### config.mk
export PLATFORM = sky130hd
export DESIGN_NAME = piu_top
export DESIGN_NICKNAME = d
export VERILOG_FILES = /design/src/verilog/piu_catcher.v /design/src/verilog/piu_top.v
export VERILOG_INCLUDE_DIRS = /design/src /design/src/verilog
export SDC_FILE = /design/constraint.sdc
export NUM_CORES = 1
export LEC_CHECK = 0
export BUFFER_PORTS_ARGS = -buffer_cell sky130_fd_sc_hd__clkbuf_2
export CAP_MARGIN = 20
export CORE_MARGIN = 1
export CORE_UTILIZATION = 60
export DETAILED_ROUTE_END_ITERATION = 6
export PLACE_DENSITY = 0.93
export SETUP_SLACK_MARGIN = 0.15
export SYNTH_ARGS = -nofsm -noshare
export SYNTH_HDL_FRONTEND = slang
export SYNTH_HIERARCHICAL = 1
export SYNTH_SLANG_ARGS = --single-unit
export TNS_END_PERCENT = 10
### constraint.sdc
create_clock -name sys_clk -period 37.1 [get_ports sys_clk]
set_clock_uncertainty 0.05 [all_clocks]
set_input_delay 9.275 -clock sys_clk [delete_from_list [all_inputs] [get_ports sys_clk]]
set_output_delay 9.275 -clock sys_clk [all_outputs]
set_load 0.1 [all_outputs]
### src/verilog/piu_defs.vh
// Constants shared by the priority interrupt unit design files
`ifndef PIU_DEFS_VH
`define PIU_DEFS_VH

// ----------------------------------------------------------------
// Register offsets
// ----------------------------------------------------------------
`define PIU_ADDR_EXT0_CTL 8'h98
`define PIU_ADDR_EXT1_CTL 8'h99
`define PIU_ADDR_EXT_BASE 8'h9c
`define PIU_ADDR_INT_BASE 8'h9d
`define PIU_ADDR_PRI_STACK 8'h9e
`define PIU_ADDR_STATUS 8'h9f

// ----------------------------------------------------------------
// Field layout of the external control registers
// ----------------------------------------------------------------
`define PIU_CTL_PRI_LSB 0
`define PIU_CTL_PRI_MSB 1
`define PIU_CTL_FIRST_LSB 2
`define PIU_CTL_FIRST_MSB 3
`define PIU_CTL_SECOND_LSB 4
`define PIU_CTL_SECOND_MSB 5
`define PIU_CTL_W 6

// ----------------------------------------------------------------
// Edge selections and priority levels
// ----------------------------------------------------------------
`define PIU_EDGE_OFF 2'b00
`define PIU_EDGE_FALL 2'b01
`define PIU_EDGE_RISE 2'b10
`define PIU_EDGE_BOTH 2'b11
`define PIU_PRI_NONE 2'b00
`define PIU_PRI_W 2

// ----------------------------------------------------------------
// Reset values
// ----------------------------------------------------------------
`define PIU_PRI_STACK_RST 8'hff
`define PIU_BASE_RST 8'h00
`define PIU_CTL_RST 6'h00

// ----------------------------------------------------------------
// Sources and vectors
// ----------------------------------------------------------------
`define PIU_NUM_INT 12
`define PIU_NUM_SRC 14
`define PIU_SRC_EXT1 4'h0
`define PIU_SRC_EXT0 4'h1
`define PIU_SRC_INT_FIRST 4'h2
`define PIU_VEC_LO_EXT0 8'h00
`define PIU_VEC_LO_EXT1 8'h08
`define PIU_VEC_STEP_SHIFT 4
`define PIU_SP_HI_OFS 16'h0001
`define PIU_SP_LO_OFS 16'h0002

`endif

### src/verilog/piu_catcher.v
// Pulse catcher for one external interrupt pin
`timescale 1ns/100ps
`default_nettype none
`include "piu_defs.vh"

module piu_catcher
(
    // Clock and reset
    input wire sys_clk,
    input wire rstn,
    // Pin and control
    input wire pin_in,
    input wire [1:0] edge_sel,
    input wire clear,
    // Caught edge
    output wire caught
);

reg sync1_ff;
reg sync2_ff;
reg sync3_ff;
reg level_ff;
reg caught_ff;
wire agree;
wire rise;
wire fall;
reg hit;

// ----------------------------------------------------------------
// Three stage synchroniser, level changes when stages two and three agree
// ----------------------------------------------------------------
assign agree = (sync2_ff == sync3_ff);
assign rise = agree & sync3_ff & ~level_ff;
assign fall = agree & ~sync3_ff & level_ff;

always @*
begin
    case (edge_sel)
        `PIU_EDGE_RISE: hit = rise;
        `PIU_EDGE_FALL: hit = fall;
        `PIU_EDGE_BOTH: hit = rise | fall;
        default: hit = 1'b0;
    endcase
end

always @(posedge sys_clk or negedge rstn)
begin
    if (!rstn)
    begin
        sync1_ff <= 1'b0;
        sync2_ff <= 1'b0;
        sync3_ff <= 1'b0;
        level_ff <= 1'b0;
        caught_ff <= 1'b0;
    end
    else
    begin
        sync1_ff <= pin_in;
        sync2_ff <= sync1_ff;
        sync3_ff <= sync2_ff;
        if (agree)
        begin
            level_ff <= sync3_ff;
        end
        // A new edge beats a clear in the same cycle
        caught_ff <= hit | (caught_ff & ~clear);
    end
end

assign caught = caught_ff;

endmodule // piu_catcher
`default_nettype wire

### src/verilog/piu_top.v
// Priority interrupt unit: arbitration, acknowledge sequence and vectors
//
// Operation
// - Taking an interrupt calls: pushes program counter, jumps to vector.
// - Fixed low byte per source; high byte from external or internal base.
// - Each base selects a 256-byte code table; internal entries 16 bytes apart, external at 00h and 08h.
// - Request above processor priority is taken after the current instruction.
// - Old priority pushed on four-deep stack; current set to request's.
// - Request dropped if its source latch clears before central capture.
// - Equal priority order: ext1, ext0, tick, quad, timer B, A, capture, ...
// - External request cleared only by its acknowledge cycle.
// - Tick, quad, timer and capture requests clear on status register read.
// - Port receive clears on data read; transmit on data or status write.
// - Two external interrupts, each from two pins with own pulse catcher.
// - Edge select: 00 off, 10 rising, 01 falling, 11 both.
// - Taking an external interrupt resets both of its pulse catchers.
// - Catchers watch the pin level even when the port drives it.
// - Acknowledge follows first-opcode fetch; that byte is fetched again.
// - Acknowledge is followed by two stack writes, then vector fetch.
// - Control register: bits 5:4 second pin, 3:2 first pin, 1:0 priority.
// - External 0 vectors at low byte 00h, external 1 at 08h.
// - Reset sets priority stack to all ones and both bases to zero.
//
// The plain strobed port is this design's own decision.
`timescale 1ns/100ps
`default_nettype none
`include "piu_defs.vh"

module piu_top
(
    // Clock and reset
    input wire sys_clk,
    input wire rstn,
    // Register port
    input wire [7:0] reg_addr,
    input wire [7:0] reg_wdata,
    input wire reg_wr,
    input wire reg_rd,
    output wire [7:0] reg_rdata,
    // External interrupt pins, sampled at the pad
    input wire irq_zero_first_pin,
    input wire irq_zero_second_pin,
    input wire irq_one_first_pin,
    input wire irq_one_second_pin,
    // Internal peripheral request latches and their priorities
    input wire [11:0] int_req,
    input wire [23:0] int_pri,
    // Processor sequencer
    input wire fetch1_done,
    input wire pri_pop,
    input wire [15:0] cpu_pc,
    input wire [15:0] cpu_sp,
    output wire ack_cycle,
    output wire ack_refetch,
    output wire mem_wr,
    output wire [15:0] mem_addr,
    output wire [7:0] mem_wdata,
    output wire sp_load,
    output wire [15:0] sp_value,
    output wire vector_valid,
    output wire [15:0] vector_addr,
    output wire [1:0] cur_priority
);

// ----------------------------------------------------------------
// States of the acknowledge sequence
// ----------------------------------------------------------------
localparam ST_IDLE = 3'b000;
localparam ST_ACK = 3'b001;
localparam ST_PUSH_HI = 3'b010;
localparam ST_PUSH_LO = 3'b011;
localparam ST_VECTOR = 3'b100;

reg [2:0] state_ff;
reg [2:0] nxt_state;
reg [5:0] ext0_ctl_ff;
reg [5:0] ext1_ctl_ff;
reg [7:0] ext_base_ff;
reg [7:0] int_base_ff;
reg [7:0] pri_stack_ff;
reg [7:0] nxt_pri_stack;
reg [7:0] rdata_ff;
reg [3:0] win_src_ff;
reg [1:0] win_pri_ff;
reg mem_wr_ff;
reg [15:0] mem_addr_ff;
reg [7:0] mem_wdata_ff;
reg sp_load_ff;
reg [15:0] sp_value_ff;
reg vector_valid_ff;
reg [15:0] vector_addr_ff;
reg [15:0] pc_hold_ff;
wire [3:0] caught;
wire ext0_req;
wire ext1_req;
wire clr_ext0;
wire clr_ext1;
wire [1:0] cur_pri;
reg [`PIU_NUM_SRC-1:0] src_req;
reg [2*`PIU_NUM_SRC-1:0] src_pri;
reg best_valid;
reg [3:0] best_src;
reg [1:0] best_pri;
reg [7:0] vec_lo;
reg [7:0] vec_hi;
reg [3:0] int_idx;
integer k;

assign cur_pri = pri_stack_ff[`PIU_PRI_W-1:0];

// ----------------------------------------------------------------
// Pulse catchers, two per external interrupt
// ----------------------------------------------------------------
// Clears land in the acknowledge cycle of the matching source
assign clr_ext0 = (state_ff == ST_ACK) &
                  (win_src_ff == `PIU_SRC_EXT0);
assign clr_ext1 = (state_ff == ST_ACK) &
                  (win_src_ff == `PIU_SRC_EXT1);

// Pin inputs are pad levels, so a driven output bit still triggers
piu_catcher u_catch_zero_a
(
    .sys_clk(sys_clk),
    .rstn(rstn),
    .pin_in(irq_zero_first_pin),
    .edge_sel(ext0_ctl_ff[`PIU_CTL_FIRST_MSB:`PIU_CTL_FIRST_LSB]),
    .clear(clr_ext0),
    .caught(caught[0])
);

piu_catcher u_catch_zero_b
(
    .sys_clk(sys_clk),
    .rstn(rstn),
    .pin_in(irq_zero_second_pin),
    .edge_sel(ext0_ctl_ff[`PIU_CTL_SECOND_MSB:`PIU_CTL_SECOND_LSB]),
    .clear(clr_ext0),
    .caught(caught[1])
);

piu_catcher u_catch_one_a
(
    .sys_clk(sys_clk),
    .rstn(rstn),
    .pin_in(irq_one_first_pin),
    .edge_sel(ext1_ctl_ff[`PIU_CTL_FIRST_MSB:`PIU_CTL_FIRST_LSB]),
    .clear(clr_ext1),
    .caught(caught[2])
);

piu_catcher u_catch_one_b
(
    .sys_clk(sys_clk),
    .rstn(rstn),
    .pin_in(irq_one_second_pin),
    .edge_sel(ext1_ctl_ff[`PIU_CTL_SECOND_MSB:`PIU_CTL_SECOND_LSB]),
    .clear(clr_ext1),
    .caught(caught[3])
);

// Either pin of a pair raises one shared request
assign ext0_req = caught[0] | caught[1];
assign ext1_req = caught[2] | caught[3];

// ----------------------------------------------------------------
// Arbitration: level first, fixed source order second
// ----------------------------------------------------------------
always @*
begin
    src_req = {`PIU_NUM_SRC{1'b0}};
    src_pri = {(2*`PIU_NUM_SRC){1'b0}};
    // Index 0 is the highest in the fixed order
    src_req[`PIU_SRC_EXT1] = ext1_req;
    src_req[`PIU_SRC_EXT0] = ext0_req;
    src_pri[2*`PIU_SRC_EXT1 +: 2] =
        ext1_ctl_ff[`PIU_CTL_PRI_MSB:`PIU_CTL_PRI_LSB];
    src_pri[2*`PIU_SRC_EXT0 +: 2] =
        ext0_ctl_ff[`PIU_CTL_PRI_MSB:`PIU_CTL_PRI_LSB];
    // Internal latches are read live; a latch cleared early is gone
    src_req[`PIU_NUM_SRC-1:`PIU_SRC_INT_FIRST] = int_req;
    src_pri[2*`PIU_NUM_SRC-1:2*`PIU_SRC_INT_FIRST] = int_pri;
    best_valid = 1'b0;
    best_src = 4'h0;
    best_pri = `PIU_PRI_NONE;
    for (k = 0; k < `PIU_NUM_SRC; k = k + 1)
    begin
        // Strictly greater keeps the earlier source on a tie
        if (src_req[k] && (src_pri[2*k +: 2] != `PIU_PRI_NONE) &&
            (src_pri[2*k +: 2] > cur_pri) &&
            (!best_valid || (src_pri[2*k +: 2] > best_pri)))
        begin
            best_valid = 1'b1;
            best_src = k[3:0];
            best_pri = src_pri[2*k +: 2];
        end
    end
end

// ----------------------------------------------------------------
// Vector formation
// ----------------------------------------------------------------
always @*
begin
    int_idx = win_src_ff - `PIU_SRC_INT_FIRST;
    if (win_src_ff == `PIU_SRC_EXT0)
    begin
        vec_hi = ext_base_ff;
        vec_lo = `PIU_VEC_LO_EXT0;
    end
    else if (win_src_ff == `PIU_SRC_EXT1)
    begin
        vec_hi = ext_base_ff;
        vec_lo = `PIU_VEC_LO_EXT1;
    end
    else
    begin
        vec_hi = int_base_ff;
        // Entries 16 bytes apart inside one 256-byte code table
        vec_lo = {int_idx, 4'h0};
    end
end

// ----------------------------------------------------------------
// Acknowledge sequence
// ----------------------------------------------------------------
always @*
begin
    case (state_ff)
        ST_IDLE:
        begin
            // Capture only on a first-opcode fetch boundary
            if (fetch1_done && best_valid)
            begin
                nxt_state = ST_ACK;
            end
            else
            begin
                nxt_state = ST_IDLE;
            end
        end
        ST_ACK: nxt_state = ST_PUSH_HI;
        ST_PUSH_HI: nxt_state = ST_PUSH_LO;
        ST_PUSH_LO: nxt_state = ST_VECTOR;
        ST_VECTOR: nxt_state = ST_IDLE;
        default: nxt_state = ST_IDLE;
    endcase
end

always @*
begin
    nxt_pri_stack = pri_stack_ff;
    if (state_ff == ST_ACK)
    begin
        nxt_pri_stack = {pri_stack_ff[5:0], win_pri_ff};
    end
    else if (reg_wr && (reg_addr == `PIU_ADDR_PRI_STACK))
    begin
        nxt_pri_stack = reg_wdata;
    end
    else if (pri_pop)
    begin
        nxt_pri_stack = {2'b11, pri_stack_ff[7:2]};
    end
end

always @(posedge sys_clk or negedge rstn)
begin
    if (!rstn)
    begin
        state_ff <= ST_IDLE;
        win_src_ff <= 4'h0;
        win_pri_ff <= `PIU_PRI_NONE;
        pri_stack_ff <= `PIU_PRI_STACK_RST;
        pc_hold_ff <= 16'h0000;
        mem_wr_ff <= 1'b0;
        mem_addr_ff <= 16'h0000;
        mem_wdata_ff <= 8'h00;
        sp_load_ff <= 1'b0;
        sp_value_ff <= 16'h0000;
        vector_valid_ff <= 1'b0;
        vector_addr_ff <= 16'h0000;
    end
    else
    begin
        state_ff <= nxt_state;
        pri_stack_ff <= nxt_pri_stack;
        mem_wr_ff <= 1'b0;
        sp_load_ff <= 1'b0;
        vector_valid_ff <= 1'b0;
        if ((state_ff == ST_IDLE) && (nxt_state == ST_ACK))
        begin
            win_src_ff <= best_src;
            win_pri_ff <= best_pri;
            // The fetched byte is dropped; this address is refetched
            pc_hold_ff <= cpu_pc;
        end
        if (state_ff == ST_ACK)
        begin
            mem_wr_ff <= 1'b1;
            mem_addr_ff <= cpu_sp - `PIU_SP_HI_OFS;
            mem_wdata_ff <= pc_hold_ff[15:8];
        end
        if (state_ff == ST_PUSH_HI)
        begin
            mem_wr_ff <= 1'b1;
            mem_addr_ff <= cpu_sp - `PIU_SP_LO_OFS;
            mem_wdata_ff <= pc_hold_ff[7:0];
            sp_load_ff <= 1'b1;
            sp_value_ff <= cpu_sp - `PIU_SP_LO_OFS;
        end
        if (state_ff == ST_PUSH_LO)
        begin
            vector_valid_ff <= 1'b1;
            vector_addr_ff <= {vec_hi, vec_lo};
        end
    end
end

// ----------------------------------------------------------------
// Register file
// ----------------------------------------------------------------
always @(posedge sys_clk or negedge rstn)
begin
    if (!rstn)
    begin
        ext0_ctl_ff <= `PIU_CTL_RST;
        ext1_ctl_ff <= `PIU_CTL_RST;
        ext_base_ff <= `PIU_BASE_RST;
        int_base_ff <= `PIU_BASE_RST;
        rdata_ff <= 8'h00;
    end
    else
    begin
        if (reg_wr)
        begin
            case (reg_addr)
                `PIU_ADDR_EXT0_CTL: ext0_ctl_ff <= reg_wdata[5:0];
                `PIU_ADDR_EXT1_CTL: ext1_ctl_ff <= reg_wdata[5:0];
                `PIU_ADDR_EXT_BASE: ext_base_ff <= reg_wdata;
                `PIU_ADDR_INT_BASE: int_base_ff <= reg_wdata;
                default: ;
            endcase
        end
        rdata_ff <= 8'h00;
        if (reg_rd)
        begin
            case (reg_addr)
                `PIU_ADDR_EXT0_CTL: rdata_ff <= {2'b00, ext0_ctl_ff};
                `PIU_ADDR_EXT1_CTL: rdata_ff <= {2'b00, ext1_ctl_ff};
                `PIU_ADDR_EXT_BASE: rdata_ff <= ext_base_ff;
                `PIU_ADDR_INT_BASE: rdata_ff <= int_base_ff;
                `PIU_ADDR_PRI_STACK: rdata_ff <= pri_stack_ff;
                `PIU_ADDR_STATUS: rdata_ff <= {caught, (state_ff != ST_IDLE),
                                               best_valid, ext1_req, ext0_req};
                default: rdata_ff <= 8'h00;
            endcase
        end
    end
end

// ----------------------------------------------------------------
// Outputs
// ----------------------------------------------------------------
assign reg_rdata = rdata_ff;
assign ack_cycle = (state_ff == ST_ACK);
assign ack_refetch = (state_ff == ST_ACK);
assign mem_wr = mem_wr_ff;
assign mem_addr = mem_addr_ff;
assign mem_wdata = mem_wdata_ff;
assign sp_load = sp_load_ff;
assign sp_value = sp_value_ff;
assign vector_valid = vector_valid_ff;
assign vector_addr = vector_addr_ff;
assign cur_priority = cur_pri;

endmodule // piu_top
`default_nettype wire

==> results.txt, run 1 <==
The tools report the required time at the endpoint of the critical path as 37.34 ns. Cell type with the highest aggregate area in the netlist: sky130_fd_sc_hd__dfrtp_1. In the final design database the tool counted 1193 nets. TritonCTS built the clock tree.

In this run the post-CTS setup repair buffer count came out at 0. For the worst relative slew slack, the log shows 0.3038. After clock tree synthesis, the clock-pin slew on the worst setup and hold paths is 0.06 ns. In this run, synthesis inferred 0 flip-flops with an integrated enable. The final core utilization was 0.7295; the overall routing resource usage was 0.2992.

Die height: 122.3 um. The tools report the number of standard cells in the layout, taps in and fillers out as 1230. After synthesis, the cell types taking the most area are sky130_fd_sc_hd__dfrtp_1 (39%), sky130_fd_sc_hd__ha_1 (8.9%), sky130_fd_sc_hd__mux2_2 (6.0%). Overall power consumption after layout is estimated at 1.012 mW. Among all cell types in the netlist, the one instantiated most often is sky130_fd_sc_hd__dfrtp_1. The post-placement cell count was 1198; the global placement routability congestion was 0.8856.

The minimum setup slack among reg-to-reg paths came out at 19.32 ns. After synthesis, the netlist uses 81 different library cells. The initial core utilization came out at 0.6212. CTS built an H-tree with a depth of 4. The floorplan step set the die width to 122.3 um. The logs give 41.87 MHz for the highest attainable clock frequency and 0.2959 ns for the hold slack. Number of top-level design ports: 165.

In the routed design, unresolved DRC markers number 0. The tools report the via count of the first global-routing pass as 7344. The repair_antennas step left the layout with diodes totalling 0.

The run gives 3638 um^2 as the area used by sequential logic in the layout. After detailed routing, the average wire length per cell comes to 17.50 um. The share of cells above drive strength 1 was 0.2790.

The worst setup path is captured at a flop. Most used flip-flop cell after synthesis: sky130_fd_sc_hd__dfrtp_1. For the finished layout, the period the worst path requires is 23.88 ns.

The critical path data arrival time was 24.12 ns; the post-synthesis register bit count was 145. After global routing the overflow that remains totals 0. The path class of the tightest hold or removal check is flop to flop. Wires add up to 21530 um. For the leakage dissipation, the log shows 4.863 nW.

Setup violations remaining at the end of the flow were counted as 0. The largest single stage delay on the critical path is 0.45 ns. The via density per instance is 6.106.

Across all setup checks in the final design, the least slack found is 13.22 ns. After detailed placement, the total cell area comes to 9634 um^2. The hold violation count in the final report is 0, and the post-synthesis async set-or-reset flop share is 1.000. Among all stages on the critical path, the largest delay is contributed by sky130_fd_sc_hd__o31ai_1. The tools report the aggregate negative setup slack as 0 ns. At the pin with the least slew margin, the transition time is 1.043 ns. The ratio of total power to cell area came out at 99.17 nW/um^2. Input and output buffers added on the ports amount to 161. For the via total after detailed routing, the log shows 7510. The critical setup path kind was primary input to flop. Total iterations of the first detailed-routing run: 6. The part of the cycle the worst path needs came out at 0.6437.

Setup repair after global routing left no endpoint under its margin. The largest net degree at the start of global routing was 76; the cell count after synthesis was 882. The area share of the largest cell type after synthesis was 0.3945; the total core area was 13990 um^2. Starting DRC count in detailed routing: 647. Number of warning messages in the yosys log: 6. The run finished with clean final reports. After clock tree synthesis, the repair step resized 0 gates. Global-route wire length before repair: 35070 um. After routing the design area is 10200 um^2. After filler insertion, the fill cell instance count of the layout stands at 982. The multi-input combinational cells in the finished layout cover a total of 4730 um^2. The die outline area came out at 14970 um^2.

The number of placement rows is 43, and the hold buffer count at cts is 0. The post-synthesis area per instance is 9.852 um^2, and the number of CTS-inserted buffers is 17. The worst setup path is launched from a primary input. Before CTS, the worst setup slack after placement is 13.01 ns.

Clock latency on the worst-skew pair, taken at its later pin, is 0.42 ns. After legalization and detailed placement, the total HPWL measured 15600 um. Of all nets on the critical path, the largest fanout is 10. The maximum buffer depth of the clock tree was 2. Signed area change from the synthesized netlist to the final layout: 17.44%. The synthesized cell area was 8690 um^2; the number of sinks on the clock net was 145.

The logs give 0 for the initial antenna violation count and 0.4187 for the post-synthesis sequential area ratio. In this run the remaining antenna-violating nets after routing total 0. For the max capacitance violation total, the log shows 0. The max-slew violation count was 0. By instance count, the cell type seen most on the critical path is sky130_fd_sc_hd__ha_1.

Sorting the synthesized cells by how often they occur yields sky130_fd_sc_hd__dfrtp_1 (137), sky130_fd_sc_hd__nand2_1 (122), sky130_fd_sc_hd__ha_1 (62). VDD sags by at most 0.1253 mV. The cell at the root of the clock tree was sky130_fd_sc_hd__clkbuf_16.
[path summary, 6_finish.rpt]
path / end / cells past startpoint / start
min in group asynchronous: vector_addr[9] / 1 / rstn
hold / removal: u_catch_one_b/sync2_ff / 0 / u_catch_one_b/sync1_ff
hold reg to reg: u_catch_one_b/sync2_ff / 0 / u_catch_one_b/sync1_ff
setup / recovery: win_pri_ff[0] / 81 / int_pri[1]
max in group asynchronous: mem_wdata[3] / 2 / rstn
setup reg to reg: win_pri_ff[0] / 89 / pri_stack_ff[1]
[state kept, by name (all words and copies together), names as in the netlist, 2 cells and up]
signal / count
reg_rdata: 8
int_base_ff: 8
mem_wdata: 8
ext_base_ff: 8
mem_addr: 16
ext0_ctl_ff: 6
pri_stack_ff: 8
win_pri_ff: 2
ext1_ctl_ff: 6
pc_hold_ff: 16
win_src_ff: 4
state_ff: 3
sp_value: 16
vector_addr: 13
[kinds of logic (layout without fill, tap and decap cells)]
kind of cell / after synthesis / in the layout / synth area share
and+or+nand+nor: 270 / 270 / 0.1434
AOI/OAI and AO/OA: 236 / 236 / 0.2046
DFF: 145 / 145 / 0.4187
buffers and inverters: 82 / 248 / 0.03844
adders and majority gates: 63 / 63 / 0.09057
muxes: 63 / 63 / 0.08164
xor gates and xnor gates: 22 / 22 / 0.02217
other: 1 / 3 / 0.0004316
[report_power, final]
group / switching [mW] / internal [mW]
clock: 0.0721 / 0.0942
combinational: 0.432 / 0.159
sequential: 0.0410 / 0.214
[critical path, delay by kind of cell]
family | cells | cell delay [ns]
buffers and inverters | 3 | 0.23
AND/OR/NAND/NOR | 22 | 3.07
adder cells (fa/ha/maj) | 13 | 3.62
multiplexers | 1 | 0.29
AO/OA/AOI/OAI | 42 | 7.68
[cell type report]
class                   instances  area share
repair buffers                167     0.08399
well taps                     180     0.02207
clock buffers                  17     0.04169
flip-flops and latches        145      0.3565
multi-input cells             657      0.4635
inverters                      49     0.01802
clock inverters                15     0.01422
[routing by layer]
| layer | global-route usage | part of all wire |
|---|---|---|
| met5 | 0 | 0 |
| met4 | 0.1235 | 0.024 |
| met3 | 0.07760 | 0.084 |
| met2 | 0.4944 | 0.49 |
| met1 | 0.3715 | 0.40 |
[layout by cell type (no fill, tap or decap), drive strengths merged, types with 22 or more instances in the layout]
| cell | netlist | routed |
|---|---|---|
| inv | 48 | 57 |
| nor2b | 22 | 22 |
| clkbuf | 21 | 177 |
| dfrtp | 137 | 137 |
| mux2 | 47 | 47 |
| nor2 | 54 | 54 |
| nand2 | 123 | 123 |
| ha | 62 | 62 |
| a21oi | 30 | 30 |
| o21ai | 70 | 70 |
Note: power is estimated with default switching activity, not from simulation.
==> inputs of run 2 (changes only) <==
--- a/config.mk
+++ b/config.mk
@@ -9,9 +9,9 @@
 export BUFFER_PORTS_ARGS = -buffer_cell sky130_fd_sc_hd__clkbuf_2
 export CAP_MARGIN = 20
 export CORE_MARGIN = 1
-export CORE_UTILIZATION = 60
+export CORE_UTILIZATION = 51
 export DETAILED_ROUTE_END_ITERATION = 6
-export PLACE_DENSITY = 0.93
+export PLACE_DENSITY = 0.85
 export SETUP_SLACK_MARGIN = 0.15
 export SYNTH_ARGS = -nofsm -noshare
 export SYNTH_HDL_FRONTEND = slang
==> constraint.sdc (replaced) <==
create_clock -name sys_clk -period 19.92 [get_ports sys_clk]
set_clock_uncertainty 0.05 [all_clocks]
set_input_delay 4.98 -clock sys_clk [delete_from_list [all_inputs] [get_ports sys_clk]]
set_output_delay 4.98 -clock sys_clk [all_outputs]
set_load 0.1 [all_outputs]
==> results.txt, run 2 (synthesized netlist as in run 1, its figures left out) <==
The run gives 7320 (was 7344) as the via count of the first global-routing pass. The measured slew at the worst slew-check pin works out to 1.016 ns (was 1.043 ns). For the count of nets left with antenna violations after detail routing, the log shows 0 (unchanged). The run gives 0 (unchanged) as the max-slew violation count. The highest fanout seen on the critical path is 7 (was 10), and the share of total power in sequential cells is 0.239 (was 0.252). The clock period could shrink to 19.22 ns. The critical path data arrival time was 19.47 ns (was 24.12 ns); the share of cells above drive strength 1 was 0.3035 (was 0.2790). The tools report the cell at the root of the clock tree as sky130_fd_sc_hd__clkbuf_16 (unchanged). The number of inserted diodes is 0 (unchanged), and the maximum cell stage delay along the critical path is 0.37 ns (was 0.45 ns).

The die height works out to 132.5 um (was 122.3 um). The number of CTS-inserted buffers is 17 (unchanged). The run gives 0 (unchanged) as the final count of negative-setup-slack endpoints. The run finished with clean final reports. The worst relative slew slack is 0.3220 (was 0.3038), and the total half-perimeter wirelength after legalization and detailed placement is 15620 um (was 15600 um). The number of port buffers came out at 161 (unchanged). The library cell appearing most often on the critical path was sky130_fd_sc_hd__ha_1 (unchanged). The tools report the initial core utilization as 0.5240 (was 0.6212). Average wire per standard cell: 17.14 um (was 17.50 um). Initial antenna violation count: 1 (was 0).

The hold violation count in the final report came out at 0 (unchanged). Commonest non-fill, non-tap cell in the layout: sky130_fd_sc_hd__clkbuf_2 (unchanged). The required time at the endpoint of the critical path is 20.17 ns (was 37.34 ns), and the highest attainable clock frequency is 52.03 MHz. The tools report the multi-input logic area as 4885 um^2 (was 4730 um^2). The number of top-level design ports was 165 (unchanged); the fraction of power spent switching nets was 0.5223 (was 0.5384). The ratio of total power to cell area came out at 188.1 nW/um^2 (was 99.17 nW/um^2).

The element type at the critical path start is a primary input (unchanged). The internal power contribution came out at 0.9474 mW (was 0.4671 mW). The class of the tightest hold or removal check was flop to flop (unchanged). The run gives 1204 (was 1193) as the total number of nets in the final design. For the total iterations of the first detailed-routing run, the log shows 7 (was 6). The cell with the biggest individual delay on the critical path was sky130_fd_sc_hd__a211o_2 (was sky130_fd_sc_hd__o31ai_1). Kind of end point of the critical path: a flop (unchanged).

The logs give 0.1588 mV (was 0.1253 mV) for the largest voltage drop on the vdd net and 0 (unchanged) for the residual overflow from global routing. For the DRC violation count after routing, the log shows 0 (unchanged). Horizontal die dimension: 132.5 um (was 122.3 um). Highest-count cells in the layout ignoring fill and taps: sky130_fd_sc_hd__clkbuf_2 (160), sky130_fd_sc_hd__dfrtp_1 (137), sky130_fd_sc_hd__nand2_1 (122) (unchanged).

The global placement routability congestion was 0.8502 (was 0.8856). The clock slew at the register clock pins of the worst setup and hold paths was 0.06 ns (about the same); the via density per instance was 5.850 (was 6.106). Starting DRC count in detailed routing: 466 (was 647).

The tools report the proportion of power drawn by the clock network as 0.171 (was 0.164). The tools report the total core area as 16580 um^2 (was 13990 um^2). The tools report the number of placement rows as 47 (was 43). For the part of the total power dissipated in combinational logic, the log shows 0.590 (was 0.584).

The part of the cycle the worst path needs works out to 0.9648. The maximum buffer depth of the clock tree is 2 (unchanged), and the aggregate negative setup slack is 0 ns (unchanged). The tools report the area used by sequential logic in the layout as 3638 um^2 (unchanged).

The critical setup path kind is primary input to flop (unchanged). The area of all placed cells without fillers came out at 10540 um^2 (was 10200 um^2). The clock insertion delay at the later pin of the skew report is 0.43 ns (was 0.42 ns), and the global-route wire length before repair is 35510 um (was 35070 um). The run gives 1.036 mW (was 0.5449 mW) as the switching component of the power. The signed area change from the synthesized netlist to the final layout was 21.32% (was 17.44%).

The logs give 7494 (was 7510) for the via total after detailed routing and 4 (unchanged) for the H-tree depth. The overall routed net length is 21950 um (was 21530 um), and the largest net degree at the start of global routing is 91 (was 76). For the die outline area, the log shows 17560 um^2 (was 14970 um^2). Post-placement cell area: 9692 um^2 (was 9634 um^2). The number of fill cells in the layout was 1333 (was 982). The overall routing resource usage was 0.2514 (was 0.2992); the number of sinks on the clock net was 145 (unchanged). The run gives 4.961 nW (was 4.863 nW) as the leakage dissipation.

TritonCTS built the clock tree. Max capacitance violation total: 0 (unchanged).
## run 2: final cells by class
cell class	count	area share
well taps	220	0.02611
multi-input cells	658	0.4633
clock inverters	13	0.01756
inverters	49	0.01745
flip-flops and latches	145	0.3451
repair buffers	177	0.08842
clock buffers	19	0.04201
## run 2: worst paths after layout
kind | to | from | cells after the start | slack [ns]
max | win_pri_ff[0] | int_pri[1] | 80 | 0.70
min | u_catch_zero_b/sync2_ff | u_catch_zero_b/sync1_ff | 0 | 0.30
max reg2reg | win_pri_ff[0] | pri_stack_ff[1] | 88 | 2.43
min reg2reg | u_catch_zero_b/sync2_ff | u_catch_zero_b/sync1_ff | 0 | 0.30
max in group asynchronous | ext_base_ff[0] | rstn | 2 | 14.01
min in group asynchronous | sp_value[14] | rstn | 1 | 4.58
## run 2: through the flow
step                      cells  setup WS, ns  hold WS, ns  power (mW)    util
after floorplan             884         1.576       0.2812       1.358       -
after detailed placement   1239       0.09870       0.2847       1.567  0.5844
after CTS                  1271        0.5261       0.2980       1.912  0.6223
final                      1281        0.7005       0.2967       1.983  0.6357
after global placement     1239        0.7113       0.2853       1.533  0.5844
after global routing       1281      -0.06002       0.3103       2.097  0.6357
## run 2: routing by layer
| layer | up-vias | GRT usage | routed length, um |
|---|---|---|---|
| met3 | 37 | 0.07395 | 1525 |
| met5 | - | 0 | 0 |
| met1 | 3649 | 0.3159 | 9327 |
| met4 | 0 | 0.07280 | 384 |
| li1 | 3532 | - | - |
| met2 | 276 | 0.4196 | 10710 |
## run 2: power by group through the flow
| stage | combinational (mW) | clock [mW] | sequential (mW) |
|---|---|---|---|
| global route | 1.26 | 0.356 | 0.485 |
| global placement | 1.06 | 0 | 0.473 |
| floorplan | 0.528 | 0 | 0.830 |
| finish | 1.17 | 0.340 | 0.474 |
| detailed placement | 1.09 | 0 | 0.476 |
| CTS | 1.09 | 0.344 | 0.473 |
## run 2: what timing repair did
item	CTS	global route
hold buffers	0	0
resized for setup	0	35
setup buffers	0	9
setup endpoints to repair	0	6
## run 2: worst max-delay path, delay by kind of cell
kind	cells	cell delay, ns
simple gates	21	2.79
fa+ha+maj	13	3.77
compound gates	43	7.42
mux	1	0.29
buf+inv	2	0.19
==> inputs of run 3 (changes only) <==
--- a/config.mk
+++ b/config.mk
@@ -9,9 +9,10 @@
 export BUFFER_PORTS_ARGS = -buffer_cell sky130_fd_sc_hd__clkbuf_2
 export CAP_MARGIN = 20
 export CORE_MARGIN = 1
-export CORE_UTILIZATION = 51
+export CORE_UTILIZATION = 52
+export CTS_BUF_LIST = sky130_fd_sc_hd__clkbuf_8
 export DETAILED_ROUTE_END_ITERATION = 6
-export PLACE_DENSITY = 0.85
+export PLACE_DENSITY = 0.87
 export SETUP_SLACK_MARGIN = 0.15
 export SYNTH_ARGS = -nofsm -noshare
 export SYNTH_HDL_FRONTEND = slang
==> results.txt, run 3 (synthesized netlist as in run 1, its figures left out) <==
The flow ran to the end, and the final reports show no timing, DRC or antenna violations. The number of sinks on the clock net is 145 (unchanged). Number of fill cells in the layout: 1298 (was 1333).

For the initial core utilization, the log shows 0.5392 (was 0.5240). Maximum buffer depth of the clock tree: 2 (unchanged). Library cell appearing most often on the critical path: sky130_fd_sc_hd__ha_1 (unchanged). The logs give 7367 (was 7494) for the via total after detailed routing and 601 (was 466) for the starting DRC count in detailed routing. The share of cells above drive strength 1 is 0.2955 (was 0.3035), and the overall routing resource usage is 0.2516 (was 0.2514). Hold buffer count at cts: 0 (unchanged). TritonCTS built the clock tree. The ratio of total power to cell area came out at 182.2 nW/um^2 (was 188.1 nW/um^2). The highest fanout seen on the critical path was 7 (unchanged). The overall routed net length was 21510 um (was 21950 um). The run gives 20.22 ns (was 20.17 ns) as the required time at the endpoint of the critical path. The run gives 0 (unchanged) as the number of inserted diodes.

The tools report the number of CTS-inserted buffers as 17 (unchanged). The final count of negative-setup-slack endpoints was 0 (unchanged); the leakage dissipation was 4.869 nW (was 4.961 nW). The tools report the cell at the root of the clock tree as sky130_fd_sc_hd__clkbuf_8 (was sky130_fd_sc_hd__clkbuf_16). Cell family contributing the most delay on the critical path: compound AO/OA/AOI/OAI gates (unchanged). The clock slew at the register clock pins of the worst setup and hold paths is 0.08 ns (was 0.06 ns). Die height: 131.3 um (was 132.5 um).

The cell with the biggest individual delay on the critical path is sky130_fd_sc_hd__a222oi_1 (was sky130_fd_sc_hd__a211o_2). For the number of top-level design ports, the log shows 165 (unchanged). The tools report the global placement routability congestion as 0.8776 (was 0.8502). The horizontal die dimension is 131.3 um (was 132.5 um), and the total number of nets in the final design is 1200 (was 1204).

The initial antenna violation count was 0 (was 1). The max capacitance violation total was 0 (unchanged). The logs give 5 (was 7) for the total iterations of the first detailed-routing run and 15500 um (was 15620 um) for the total half-perimeter wirelength after legalization and detailed placement.

The largest voltage drop on the vdd net was 0.1458 mV (was 0.1588 mV); the final critical-path required period was 19.02 ns (was 19.22 ns). The run gives 46 (was 47) as the number of placement rows. The commonest non-fill, non-tap cell in the layout was sky130_fd_sc_hd__clkbuf_2 (unchanged).

Class of the tightest hold or removal check: flop to flop (unchanged). The run gives 4 (unchanged) as the H-tree depth. The final core utilization was 0.6384 (was 0.6357).

The measured slew at the worst slew-check pin was 0.9836 ns (was 1.016 ns); the aggregate negative setup slack was 0 ns (unchanged). Element type at the critical path start: a primary input (unchanged). The maximum cell stage delay along the critical path works out to 0.46 ns (was 0.37 ns). The run gives 0 (unchanged) as the hold violation count in the final report. The global-route wire length before repair came out at 35120 um (was 35510 um).

Critical setup path kind: primary input to flop (unchanged). The part of the cycle the worst path needs was 0.9548 (was 0.9648). The number of port buffers came out at 161 (unchanged). The kind of end point of the critical path was a flop (unchanged). The highest attainable clock frequency was 52.58 MHz (was 52.03 MHz). The signed area change from the synthesized netlist to the final layout is 18.39% (was 21.32%), and the die outline area is 17230 um^2 (was 17560 um^2).

The count of nets left with antenna violations after detail routing was 0 (unchanged); the via density per instance was 5.792 (was 5.850). The clock insertion delay at the later pin of the skew report was 0.45 ns (was 0.43 ns); the number of buffer and inverter instances along the worst setup path was 3 (was 2). The DRC violation count after routing is 0 (unchanged). Highest-count cells in the layout ignoring fill and taps: sky130_fd_sc_hd__clkbuf_2 (160), sky130_fd_sc_hd__dfrtp_1 (137), sky130_fd_sc_hd__nand2_1 (122) (unchanged). The run gives 16120 um^2 (was 16580 um^2) as the total core area. The max-slew violation count is 0 (unchanged). The worst relative slew slack is 0.3423 (was 0.3220), and the largest net degree at the start of global routing is 106 (was 91). Via count of the first global-routing pass: 7311 (was 7320). The average wire per standard cell is 16.91 um (was 17.14 um). The residual overflow from global routing is 0 (unchanged), and the critical path data arrival time is 19.31 ns (was 19.47 ns).
-- run 3: power by group --
part	leakage, nW	total (mW)	internal, mW	switching (mW)
combinational	2.83	1.14	0.323	0.820
clock	0.231	0.259	0.149	0.110
sequential	1.80	0.473	0.398	0.0752
total	4.87	1.87	0.869	1.01
-- run 3: worst reg2reg max path, delay by kind of cell, from the launching register on --
| kind | cells | cell delay (ns) |
|---|---|---|
| mux | 1 | 0.29 |
| flops | 1 | 0.56 |
| compound gates | 48 | 8.10 |
| fa+ha+maj | 15 | 4.38 |
| buf+inv | 3 | 0.56 |
| simple gates | 23 | 3.24 |
-- run 3: layout make-up --
type                    instances  area (um^2)  area share
repair buffers                174        929.6     0.09037
well taps                     216        270.3     0.02627
clock inverters                10        157.7     0.01532
inverters                      49        183.9     0.01788
multi-input cells             657         4818      0.4684
flip-flops and latches        145         3638      0.3537
clock buffers                  21        289.0     0.02810
-- run 3: path summary, 6_finish.rpt --
path / startpoint / endpoint / slack [ns] / depth (start not counted)
worst max-delay path: int_pri[1] / win_pri_ff[0] / 0.90 / 82
max in group asynchronous: rstn / pri_stack_ff[2] / 14.08 / 2
min in group asynchronous: rstn / vector_addr[9] / 4.57 / 1
worst max register to register: pri_stack_ff[1] / win_pri_ff[0] / 2.64 / 90
worst min register to register: u_catch_zero_a/sync1_ff / u_catch_zero_a/sync2_ff / 0.30 / 0
worst min-delay path: u_catch_zero_a/sync1_ff / u_catch_zero_a/sync2_ff / 0.30 / 0
-- run 3: metal layers --
metal  vias to the layer above  share of wire  global-route usage
met1                      3545           0.43              0.3156
met3                        41          0.065             0.06443
met2                       274           0.49              0.4173
met5                         -              0                   0
met4                         0          0.020             0.09432
li1                       3507              -                   -
-- run 3: per-stage QoR --
stage	hold slack [ns]	std cells	cell area (um^2)	setup WS [ns]	total power, mW
2_1_floorplan	0.2812	884	8697	1.576	1.358
3_3_place_gp	0.2820	1234	9679	0.7277	1.533
3_5_place_dp	0.2927	1234	9679	-0.02976	1.569
4_1_cts	0.3098	1265	10130	0.4218	1.833
5_1_grt	0.3102	1272	10290	-0.05366	1.986
6_report	0.3044	1272	10290	0.9012	1.875
-- run 3: repair_timing --
| item | 4_1_cts | 5_1_grt |
|---|---|---|
| endpoints found under the setup margin | 0 | 6 |
| resized for setup | 0 | 22 |
| buffers inserted | 0 | 6 |
